--- src/design/slave_verify_pkg.sv ---
package slave_verify_pkg;

  // register indexes; byte address is four times the index
  localparam logic [3:0] IDX_CTRL = 4'h0;
  localparam logic [3:0] IDX_GEN_FLAGS = 4'h4;
  localparam logic [3:0] IDX_STOP_REPORT = 4'h5;
  localparam logic [3:0] IDX_OUT_MISSING = 4'h6;
  localparam logic [3:0] IDX_IN_MISSING = 4'h7;
  localparam logic [3:0] IDX_OUT_UNREG = 4'h8;
  localparam logic [3:0] IDX_IRQ_STATUS = 4'hA;
  localparam logic [3:0] IDX_IRQ_MASK = 4'hB;

  // control word fields
  localparam int CTRL_STOP_MODE = 0;
  localparam int CTRL_REG_ENABLE = 1;
  localparam int CTRL_RESTART = 2;

  // general flag word fields, and the stop report kind bit
  localparam int GEN_MISSING = 8;
  localparam int GEN_UNREG = 9;
  localparam int GEN_STOPPED = 10;
  localparam int GEN_ERROR = 15;
  localparam int STOP_KIND_BIT = 15;

  // interrupt event fields
  localparam int IRQ_STOP = 0;
  localparam int IRQ_MISSING = 1;
  localparam int IRQ_UNREG = 2;
  localparam int IRQ_BITS = 3;

  localparam logic [15:0] WORD_RESET = 16'h0000;
  localparam logic [2:0] CTRL_RESET = 3'h0;
  localparam logic [1:0] RESP_OKAY = 2'h0;
  localparam logic [1:0] RESP_SLVERR = 2'h2;

  // slave size codes: how many node numbers a slave spans
  typedef enum logic [1:0] {SPAN_ONE, SPAN_TWO, SPAN_FOUR} span_t;

  typedef struct packed {
    logic miss;     // registered slave found absent
    logic join_net; // slave has joined the network
    logic unreg;    // unregistered slave has joined
    logic is_input; // 0 output slave, 1 input slave
    logic [3:0] node;
    span_t span;
  } slave_event_t;

  typedef struct packed {
    logic valid;    // communications halted by an error
    logic is_input;
    logic [3:0] node;
  } stop_event_t;

endpackage : slave_verify_pkg

--- src/design/slave_verify_regs.sv ---
// The AXI4-Lite slave port was chosen for this implementation.
`timescale 1ns/1ps
module slave_verify_regs
  import slave_verify_pkg::*;
(
  input wire logic aclk,
  input wire logic aresetn,
  input wire logic [5:0] s_axi_awaddr,
  input wire logic s_axi_awvalid,
  output logic s_axi_awready,
  input wire logic [31:0] s_axi_wdata,
  input wire logic [3:0] s_axi_wstrb,
  input wire logic s_axi_wvalid,
  output logic s_axi_wready,
  output logic [1:0] s_axi_bresp,
  output logic s_axi_bvalid,
  input wire logic s_axi_bready,
  input wire logic [5:0] s_axi_araddr,
  input wire logic s_axi_arvalid,
  output logic s_axi_arready,
  output logic [31:0] s_axi_rdata,
  output logic [1:0] s_axi_rresp,
  output logic s_axi_rvalid,
  input wire logic s_axi_rready,
  input wire slave_event_t slave_ev,
  input wire stop_event_t stop_ev,
  output logic irq
);

  ////////////////////////////////////////////////////////////////////////////
  // register state
  logic [2:0] ctrl;
  logic stopped;
  logic [15:0] stop_report;
  logic [15:0] out_missing;
  logic [15:0] in_missing;
  logic [15:0] out_unreg;
  logic unreg_seen;
  logic [IRQ_BITS-1:0] irq_status;
  logic [IRQ_BITS-1:0] irq_mask;
  logic gen_error;
  logic restart;
  logic [15:0] ev_mask;
  logic stop_take;
  logic miss_take;
  logic unreg_take;

  // bus capture
  logic aw_held;
  logic w_held;
  logic [3:0] aw_idx;
  logic [31:0] w_data;
  logic [3:0] w_strb;
  logic wr_fire;
  logic [31:0] next_rdata;
  logic next_rerr;

  // node span to a bit mask, wrapping past node 15 is dropped
  function automatic logic [15:0] span_mask(input logic [3:0] node, input span_t span);
    logic [15:0] base;
    base = 16'h0001;
    case (span)
      SPAN_TWO: base = 16'h0003;
      SPAN_FOUR: base = 16'h000F;
      default: base = 16'h0001;
    endcase
    span_mask = base << node;
  endfunction : span_mask

  ////////////////////////////////////////////////////////////////////////////
  // event decode
  assign ev_mask = span_mask(slave_ev.node, slave_ev.span);
  assign stop_take = stop_ev.valid && ctrl[CTRL_STOP_MODE] && !stopped;
  assign miss_take = slave_ev.miss && ctrl[CTRL_REG_ENABLE];
  assign unreg_take = slave_ev.unreg && ctrl[CTRL_REG_ENABLE];
  assign wr_fire = aw_held && w_held && !s_axi_bvalid;
  assign restart = wr_fire && aw_idx == IDX_CTRL && w_strb[0] && w_data[CTRL_RESTART];

  // general error follows the three summary flags, no latch of its own
  assign gen_error = (|out_missing) || (|in_missing) || unreg_seen || stopped;
  assign irq = |(irq_status & irq_mask);

  ////////////////////////////////////////////////////////////////////////////
  // control word; restart bit is a self-clearing command
  always_ff @(posedge aclk) begin
    if (!aresetn) begin
      ctrl <= CTRL_RESET;
    end else if (wr_fire && aw_idx == IDX_CTRL && w_strb[0]) begin
      ctrl <= {1'b0, w_data[CTRL_REG_ENABLE], w_data[CTRL_STOP_MODE]};
    end
  end

  // stop report: first stop wins and is held, later stops cannot overwrite;
  // a stop in the restart cycle lands only if not already stopped; a halt that arrives while stopped is dropped
  always_ff @(posedge aclk) begin
    if (!aresetn) begin
      stopped <= 1'b0;
      stop_report <= WORD_RESET;
    end else if (stop_take) begin
      stopped <= 1'b1;
      stop_report <= WORD_RESET;
      stop_report[7:0] <= {4'h0, stop_ev.node};
      stop_report[STOP_KIND_BIT] <= stop_ev.is_input;
    end else if (restart) begin
      stopped <= 1'b0;
      stop_report <= WORD_RESET;
    end
    // bits 14:8 never written, stay zero held otherwise
  end

  // missing flags: a join or restart clears, a miss in the same cycle wins
  always_ff @(posedge aclk) begin
    if (!aresetn) begin
      out_missing <= WORD_RESET;
      in_missing <= WORD_RESET;
    end else begin
      if (restart) begin
        out_missing <= WORD_RESET;
        in_missing <= WORD_RESET;
      end else if (slave_ev.join_net && !miss_take) begin
        if (slave_ev.is_input) begin
          in_missing <= in_missing & ~ev_mask;
        end else begin
          out_missing <= out_missing & ~ev_mask;
        end
      end
      // later assignment overrides, so the set beats both clears
      if (miss_take && !slave_ev.is_input) begin
        out_missing <= (restart ? WORD_RESET : out_missing) | ev_mask;
      end
      if (miss_take && slave_ev.is_input) begin
        in_missing <= (restart ? WORD_RESET : in_missing) | ev_mask;
      end
    end
  end

  // unregistered output slaves: sticky until restart; an arrival in the
  // restart cycle still lands
  always_ff @(posedge aclk) begin
    if (!aresetn) begin
      out_unreg <= WORD_RESET;
      unreg_seen <= 1'b0;
    end else if (unreg_take) begin
      unreg_seen <= 1'b1;
      if (!slave_ev.is_input) begin
        out_unreg <= (restart ? WORD_RESET : out_unreg) | ev_mask;
      end else if (restart) begin
        out_unreg <= WORD_RESET;
      end
    end else if (restart) begin
      out_unreg <= WORD_RESET;
      unreg_seen <= 1'b0;
    end
  end

  ////////////////////////////////////////////////////////////////////////////
  // interrupt status, write one to clear; a new event beats the clear
  always_ff @(posedge aclk) begin
    if (!aresetn) begin
      irq_status <= '0;
    end else begin
      irq_status <= (irq_status & ~((wr_fire && aw_idx == IDX_IRQ_STATUS && w_strb[0]) ?
                     w_data[IRQ_BITS-1:0] : '0)) |
                    {unreg_take, miss_take, stop_take};
    end
  end

  always_ff @(posedge aclk) begin
    if (!aresetn) begin
      irq_mask <= '0;
    end else if (wr_fire && aw_idx == IDX_IRQ_MASK && w_strb[0]) begin
      irq_mask <= w_data[IRQ_BITS-1:0];
    end
  end

  ////////////////////////////////////////////////////////////////////////////
  // write channels taken in either order, one write under way
  always_ff @(posedge aclk) begin
    if (!aresetn) begin
      aw_held <= 1'b0;
      aw_idx <= 4'h0;
    end else if (s_axi_awvalid && s_axi_awready) begin
      aw_held <= 1'b1;
      aw_idx <= s_axi_awaddr[5:2];
    end else if (wr_fire) begin
      aw_held <= 1'b0;
    end
  end

  always_ff @(posedge aclk) begin
    if (!aresetn) begin
      w_held <= 1'b0;
      w_data <= 32'h00000000;
      w_strb <= 4'h0;
    end else if (s_axi_wvalid && s_axi_wready) begin
      w_held <= 1'b1;
      w_data <= s_axi_wdata;
      w_strb <= s_axi_wstrb;
    end else if (wr_fire) begin
      w_held <= 1'b0;
    end
  end

  assign s_axi_awready = !aw_held;
  assign s_axi_wready = !w_held;

  // write response; only control, interrupt status and mask take writes, other words answer an error
  always_ff @(posedge aclk) begin
    if (!aresetn) begin
      s_axi_bvalid <= 1'b0;
      s_axi_bresp <= RESP_OKAY;
    end else if (wr_fire) begin
      s_axi_bvalid <= 1'b1;
      s_axi_bresp <= (aw_idx == IDX_CTRL || aw_idx == IDX_IRQ_STATUS ||
                      aw_idx == IDX_IRQ_MASK) ? RESP_OKAY : RESP_SLVERR;
    end else if (s_axi_bready) begin
      s_axi_bvalid <= 1'b0;
    end
  end

  ////////////////////////////////////////////////////////////////////////////
  // read decode
  always_comb begin
    next_rdata = 32'h00000000;
    next_rerr = 1'b0;
    case (s_axi_araddr[5:2])
      IDX_CTRL: next_rdata = {30'h0, ctrl[1:0]};
      IDX_GEN_FLAGS: begin
        next_rdata[GEN_MISSING] = (|out_missing) || (|in_missing);
        next_rdata[GEN_UNREG] = unreg_seen;
        next_rdata[GEN_STOPPED] = stopped;
        next_rdata[GEN_ERROR] = gen_error;
      end
      IDX_STOP_REPORT: next_rdata = {16'h0, stop_report};
      IDX_OUT_MISSING: next_rdata = {16'h0, out_missing};
      IDX_IN_MISSING: next_rdata = {16'h0, in_missing};
      IDX_OUT_UNREG: next_rdata = {16'h0, out_unreg};
      IDX_IRQ_STATUS: next_rdata = {29'h0, irq_status};
      IDX_IRQ_MASK: next_rdata = {29'h0, irq_mask};
      default: next_rerr = 1'b1;
    endcase
  end

  assign s_axi_arready = !s_axi_rvalid;

  always_ff @(posedge aclk) begin
    if (!aresetn) begin
      s_axi_rvalid <= 1'b0;
      s_axi_rdata <= 32'h00000000;
      s_axi_rresp <= RESP_OKAY;
    end else if (s_axi_arvalid && s_axi_arready) begin
      s_axi_rvalid <= 1'b1;
      s_axi_rdata <= next_rdata;
      s_axi_rresp <= next_rerr ? RESP_SLVERR : RESP_OKAY;
    end else if (s_axi_rready) begin
      s_axi_rvalid <= 1'b0;
    end
  end

  ////////////////////////////////////////////////////////////////////////////
  // checks
  a_stop_node_latch: assert property (@(posedge aclk) disable iff (!aresetn)
    stop_take |=> stop_report[7:0] == {4'h0, $past(stop_ev.node)})
    else $error("stop node not latched");
  a_stop_held: assert property (@(posedge aclk) disable iff (!aresetn)
    stopped && !restart |=> $stable(stop_report))
    else $error("stop report changed while stopped");
  a_reserved_zero: assert property (@(posedge aclk) disable iff (!aresetn)
    stop_report[14:8] == 7'h00)
    else $error("reserved stop bits set");
  a_stop_kind: assert property (@(posedge aclk) disable iff (!aresetn)
    stop_take |=> stop_report[STOP_KIND_BIT] == $past(stop_ev.is_input))
    else $error("stop kind wrong");
  a_kind_held: assert property (@(posedge aclk) disable iff (!aresetn)
    stopped && !restart |=> $stable(stop_report[STOP_KIND_BIT]) && stopped)
    else $error("stop kind not held");
  a_out_miss_set: assert property (@(posedge aclk) disable iff (!aresetn)
    miss_take && !slave_ev.is_input |=>
    (out_missing & $past(ev_mask)) == $past(ev_mask))
    else $error("output missing bits not set");
  a_out_join_clr: assert property (@(posedge aclk) disable iff (!aresetn)
    slave_ev.join_net && !miss_take && !slave_ev.is_input |=>
    (out_missing & $past(ev_mask)) == 16'h0000)
    else $error("output missing bits not cleared");
  a_in_miss_set: assert property (@(posedge aclk) disable iff (!aresetn)
    miss_take && slave_ev.is_input |=>
    (in_missing & $past(ev_mask)) == $past(ev_mask))
    else $error("input missing bits not set");
  a_in_join_clr: assert property (@(posedge aclk) disable iff (!aresetn)
    slave_ev.join_net && !miss_take && slave_ev.is_input |=>
    (in_missing & $past(ev_mask)) == 16'h0000)
    else $error("input missing bits not cleared");
  a_span_four: assert property (@(posedge aclk) disable iff (!aresetn)
    slave_ev.span == SPAN_FOUR && slave_ev.node < 4'hD |-> $countones(ev_mask) == 4)
    else $error("32-point span not four bits");
  a_error_flag: assert property (@(posedge aclk) disable iff (!aresetn)
    stop_take || miss_take || unreg_take |=> gen_error)
    else $error("general error flag not raised");
  a_restart_clear: assert property (@(posedge aclk) disable iff (!aresetn)
    restart && !stop_take && !miss_take |=>
    stop_report == 16'h0 && out_missing == 16'h0 && in_missing == 16'h0)
    else $error("restart did not clear");
  // a stop event in the cycle of a write-one-to-clear must not be lost
  a_irq_set_wins: assert property (@(posedge aclk) disable iff (!aresetn)
    stop_take |=> irq_status[IRQ_STOP])
    else $error("stop interrupt lost");

  c_stop_seen: cover property (@(posedge aclk) disable iff (!aresetn) stop_take);
  c_miss_then_join: cover property (@(posedge aclk) disable iff (!aresetn)
    miss_take ##[1:20] slave_ev.join_net);
  c_irq_raised: cover property (@(posedge aclk) disable iff (!aresetn) $rose(irq));
  c_restart: cover property (@(posedge aclk) disable iff (!aresetn) restart && stopped);

endmodule : slave_verify_regs

--- config.mk ---
export PLATFORM = sky130hd
export DESIGN_NAME = slave_verify_regs
export DESIGN_NICKNAME = d
export VERILOG_FILES = /design/src/design/slave_verify_pkg.sv /design/src/design/slave_verify_regs.sv
export SDC_FILE = /design/constraint.sdc
export NUM_CORES = 1
export LEC_CHECK = 0
export BUFFER_PORTS_ARGS = -buffer_cell sky130_fd_sc_hd__buf_4
export CORE_AREA = 2 2 112 114
export CTS_CLUSTER_DIAMETER = 30
export DETAILED_ROUTE_END_ITERATION = 12
export DIE_AREA = 0 0 114 116
export PLACE_DENSITY_LB_ADDON = 0.05
export SETUP_SLACK_MARGIN = 0.15
export SLEW_MARGIN = 20
export SYNTH_ARGS = -nofsm -noshare
export SYNTH_HDL_FRONTEND = slang
export SYNTH_SLANG_ARGS = --single-unit
--- constraint.sdc ---
create_clock -name aclk -period 2.15 [get_ports aclk]
set_input_delay 0.215 -clock aclk [delete_from_list [all_inputs] [get_ports aclk]]
set_output_delay 0.215 -clock aclk [all_outputs]
set_load 0.01 [all_outputs]
==> impl_metrics.yaml <==
placement:
  port-buffer-count: 58
  dp_hpwl_um: 9920
  place_congestion: 0.830
finish:
  fin_util: 0.460
  num-fill-cells: 1154
  num_antenna_cells: 0
  final_nets: 651
  layout-drive-gt1-share: 0.197
  syn_to_final_growth_pct: 17.4
run:
  max_cap_violations: 0
sta:
  drv_slew: 0
  final.period_utilization: 0.808
  rsz0062_at_grt: "no"
  finalSetupViolations: 0
  finalHoldViolCount: 0
  setup-tns-final_ns: 0
  worstMarginPinSlew_ns: 0.786
  max_freq_ghz: 0.576
  period_needed_ns: 1.74
  fin_skew_ns: 0.00575
  relSlewSlack: 0.475
critical_path:
  endpoint_kind: "flop"
  rr_startpoint: "w_held$_SDFFE_PN0P_"
  cp-endpoint: "out_unreg[6]$_SDFF_PN0_"
  startpoint: "w_held$_SDFFE_PN0P_"
  worst-setup-path-type: "flop to flop"
  r2r-end: "out_unreg[6]$_SDFF_PN0_"
  r2r_slack_ns: 0.41
  crit_fanout: 32
  required_ns: 2.39
  reg2reg_depth: 5
  startpoint_type: "flop"
  cp.arrival_ns: 1.97
global_route:
  grt_use_total: 0.207
  grt_pass1_wl_um: 21200
  grt_max_degree: 33
  grt_pass1_vias: 3812
  antenna_found_initial: 0
  grt-ovfl-total: 0
drt:
  dr.pass1.iters: 5
  drc: 0
  routed_wl_um: 13500
  wl_per_cell_um: 18.5
  drt_iter0_drc: 317
  vias: 4172
  ant_nets: 0
  vias_per_cell: 5.72
power_and_ir_drop:
  p_int_uw: 2780
  pwr-share-clk: 0.423
  swShare: 0.250
  p_per_area_nw_per_um2: 677
  power.leakage_uw: 0.00206
  power_frac_seq: 0.475
  ir_drop_mv: 0.390
  power_switching_uw: 927
  p_comb_frac: 0.102
floorplan:
  row_count: 40
  core_um2: 11900
  start_util: 0.392
  die_w_um: 114
  die_y_um: 116
  pin_count: 113
  die_area_um2: 13200
logic_synthesis:
  synth-edff-count: 0
  synth_cell_types: 70
  synth_area_per_cell_um2: 8.85
  synthFlopType: "dfxtp_1"
  syn_inst: 527
  syn_area_um2: 4670
  yosysWarnings: 0
  ys_async_sr_fraction: 0
  synth-seq-cells: 93
  seq_area_frac_synth: 0.399
min_path:
  hold_class: "primary input to flop"
clock_tree:
  cts-resized-gates: 0
  cts-buffers-inserted: 9
  tritoncts: "done"
  clock_latency_ns: 0.34
  h-tree-depth: 3
  cts_num_sinks: 93
  post_cts_buffers: 0
  cts_buffer_depth: 2
  clkTransAtPathRegs_ns: 0.07
  holdBufCountCts: 0
  cts-root-buf: "clkbuf_16"
run_status:
  status: "finished, final reports clean"
-- power groups by stage --
stage	combinational, uW	clock, uW	sequential (uW)
2_1_floorplan	262	0	1800
3_3_place_gp	372	0	1800
3_5_place_dp	377	0	1800
4_1_cts	378	1610	1760
5_1_grt	411	1670	1760
6_report	378	1570	1760
-- cells in the final DEF (no fill, tap or decap), types with 3 or more instances in the layout --
| master | netlist | routed |
|---|---|---|
| dfxtp_1 | 93 | 93 |
| buf_4 | 20 | 76 |
| nand2_1 | 57 | 57 |
| nor2_1 | 41 | 41 |
| a21oi_1 | 28 | 28 |
| o21ai_0 | 27 | 27 |
| mux2i_1 | 20 | 20 |
| a32o_1 | 19 | 19 |
| conb_1 | 1 | 18 |
| nand3_1 | 14 | 14 |
| nand2b_1 | 10 | 10 |
| inv_1 | 9 | 9 |
| a222oi_1 | 9 | 9 |
| o211ai_1 | 9 | 9 |
| nor4_1 | 9 | 9 |
| a22oi_1 | 9 | 9 |
| clkbuf_16 | 0 | 9 |
| nor2b_1 | 8 | 8 |
| o22ai_1 | 7 | 7 |
| nand3b_1 | 6 | 6 |
| a211oi_1 | 6 | 6 |
| o21a_1 | 6 | 6 |
| a32oi_1 | 6 | 6 |
| nor3_2 | 5 | 5 |
| nand4_1 | 4 | 4 |
| o22a_1 | 4 | 4 |
| o311ai_0 | 4 | 4 |
| or2_2 | 4 | 4 |
| and3_1 | 4 | 4 |
| and3b_1 | 3 | 3 |
| or3b_1 | 3 | 3 |
| a21o_1 | 3 | 3 |
| a311oi_1 | 3 | 3 |
| o311a_1 | 3 | 3 |
| mux2_2 | 3 | 3 |
-- synth_stat cells (all sizes together) (7+ instances only) --
| library cell | instances | area share |
|---|---|---|
| nand3 | 14 | 0.015 |
| o21ai | 28 | 0.030 |
| a22oi | 9 | 0.014 |
| o211ai | 9 | 0.014 |
| nand2 | 57 | 0.046 |
| o22ai | 7 | 0.0094 |
| a222oi | 9 | 0.019 |
| buf | 41 | 0.055 |
| inv | 9 | 0.0072 |
| nor2 | 41 | 0.033 |
| nor2b | 8 | 0.011 |
| dfxtp | 93 | 0.40 |
| mux2i | 20 | 0.043 |
| nand2b | 10 | 0.013 |
| a32o | 19 | 0.041 |
| nor4 | 12 | 0.024 |
| a21oi | 29 | 0.032 |
| clkbuf | 11 | 0.0088 |
-- through the flow --
step                      hold WS [ns]  power (uW)  setup slack, ns  instances  instance area [um^2]
after floorplan                  0.351        2060            0.544        544                  4730
after global placement           0.439        2170            0.290        715                  5190
after detailed placement         0.445        2170            0.247        715                  5190
after CTS                       0.0980        3740            0.410        730                  5480
after global routing             0.111        3850            0.339        730                  5480
final                            0.107        3700            0.412        730                  5480
-- cell type report --
type,count,area (um^2),area share
multi-input cells,389,2530,0.463
flip-flops and latches,93,1860,0.340
repair buffers,76,571,0.104
clock buffers,9,225,0.0411
well taps,147,184,0.0336
clock inverters,6,63.8,0.0117
inverters,10,37.5,0.00686
-- sequential cells by signal (all words and copies together), names as in the netlist --
name	cells
w_data	3
s_axi_rresp	1
s_axi_rdata	16
w_held	1
irq_status	3
w_strb	1
aw_held	1
out_missing	16
ctrl	2
s_axi_rvalid	1
stopped	1
out_unreg	16
s_axi_bresp	1
in_missing	16
stop_report	5
unreg_seen	1
irq_mask	3
s_axi_bvalid	1
aw_idx	4
-- how the worst min path moves through the flow --
stage / endpoint / cells past startpoint / startpoint
floorplan: stop_report[0]$_SDFFE_PN0P_ / 2 / stop_ev[0]
global placement: s_axi_rdata[2]$_SDFFE_PN0P_ / 2 / s_axi_rdata[2]$_SDFFE_PN0P_
detailed placement: s_axi_rdata[10]$_SDFFE_PN0P_ / 2 / s_axi_rdata[10]$_SDFFE_PN0P_
CTS: aw_idx[3]$_SDFFE_PN0P_ / 3 / s_axi_awaddr[5]
global route: aw_idx[1]$_SDFFE_PN0P_ / 3 / s_axi_awaddr[3]
finish: aw_idx[1]$_SDFFE_PN0P_ / 3 / s_axi_awaddr[3]
-- critical path, cell delays in order, from the launching register on --
cell and delay [ns]:
dfxtp_1 0.38, and3b_1 0.40, nand4_1 0.14, buf_4 0.27
and3_1 0.23, a31o_2 0.20
-- layer usage --
| layer | share of wire | routed length [um] | vias to the layer above | global-route usage |
|---|---|---|---|---|
| met5 | 0 | 0 | - | 0 |
| met1 | 0.49 | 6650 | 2003 | 0.296 |
| met3 | 0.050 | 676 | 9 | 0.0382 |
| li1 | - | - | 2051 | - |
| met2 | 0.45 | 6090 | 109 | 0.323 |
| met4 | 0.0066 | 89 | 0 | 0.0537 |
-- logic make-up after synthesis --
kind of cell             synth area share
AO/OA/AOI/OAI                       0.262
XOR/XNOR                          0.00188
adder cells (fa/ha/maj)           0.00268
buffers and inverters              0.0719
flip-flops                          0.399
multiplexers                       0.0501
other                            0.000804
AND/OR/NAND/NOR                     0.212
Note: power is estimated with default switching activity, not from simulation.
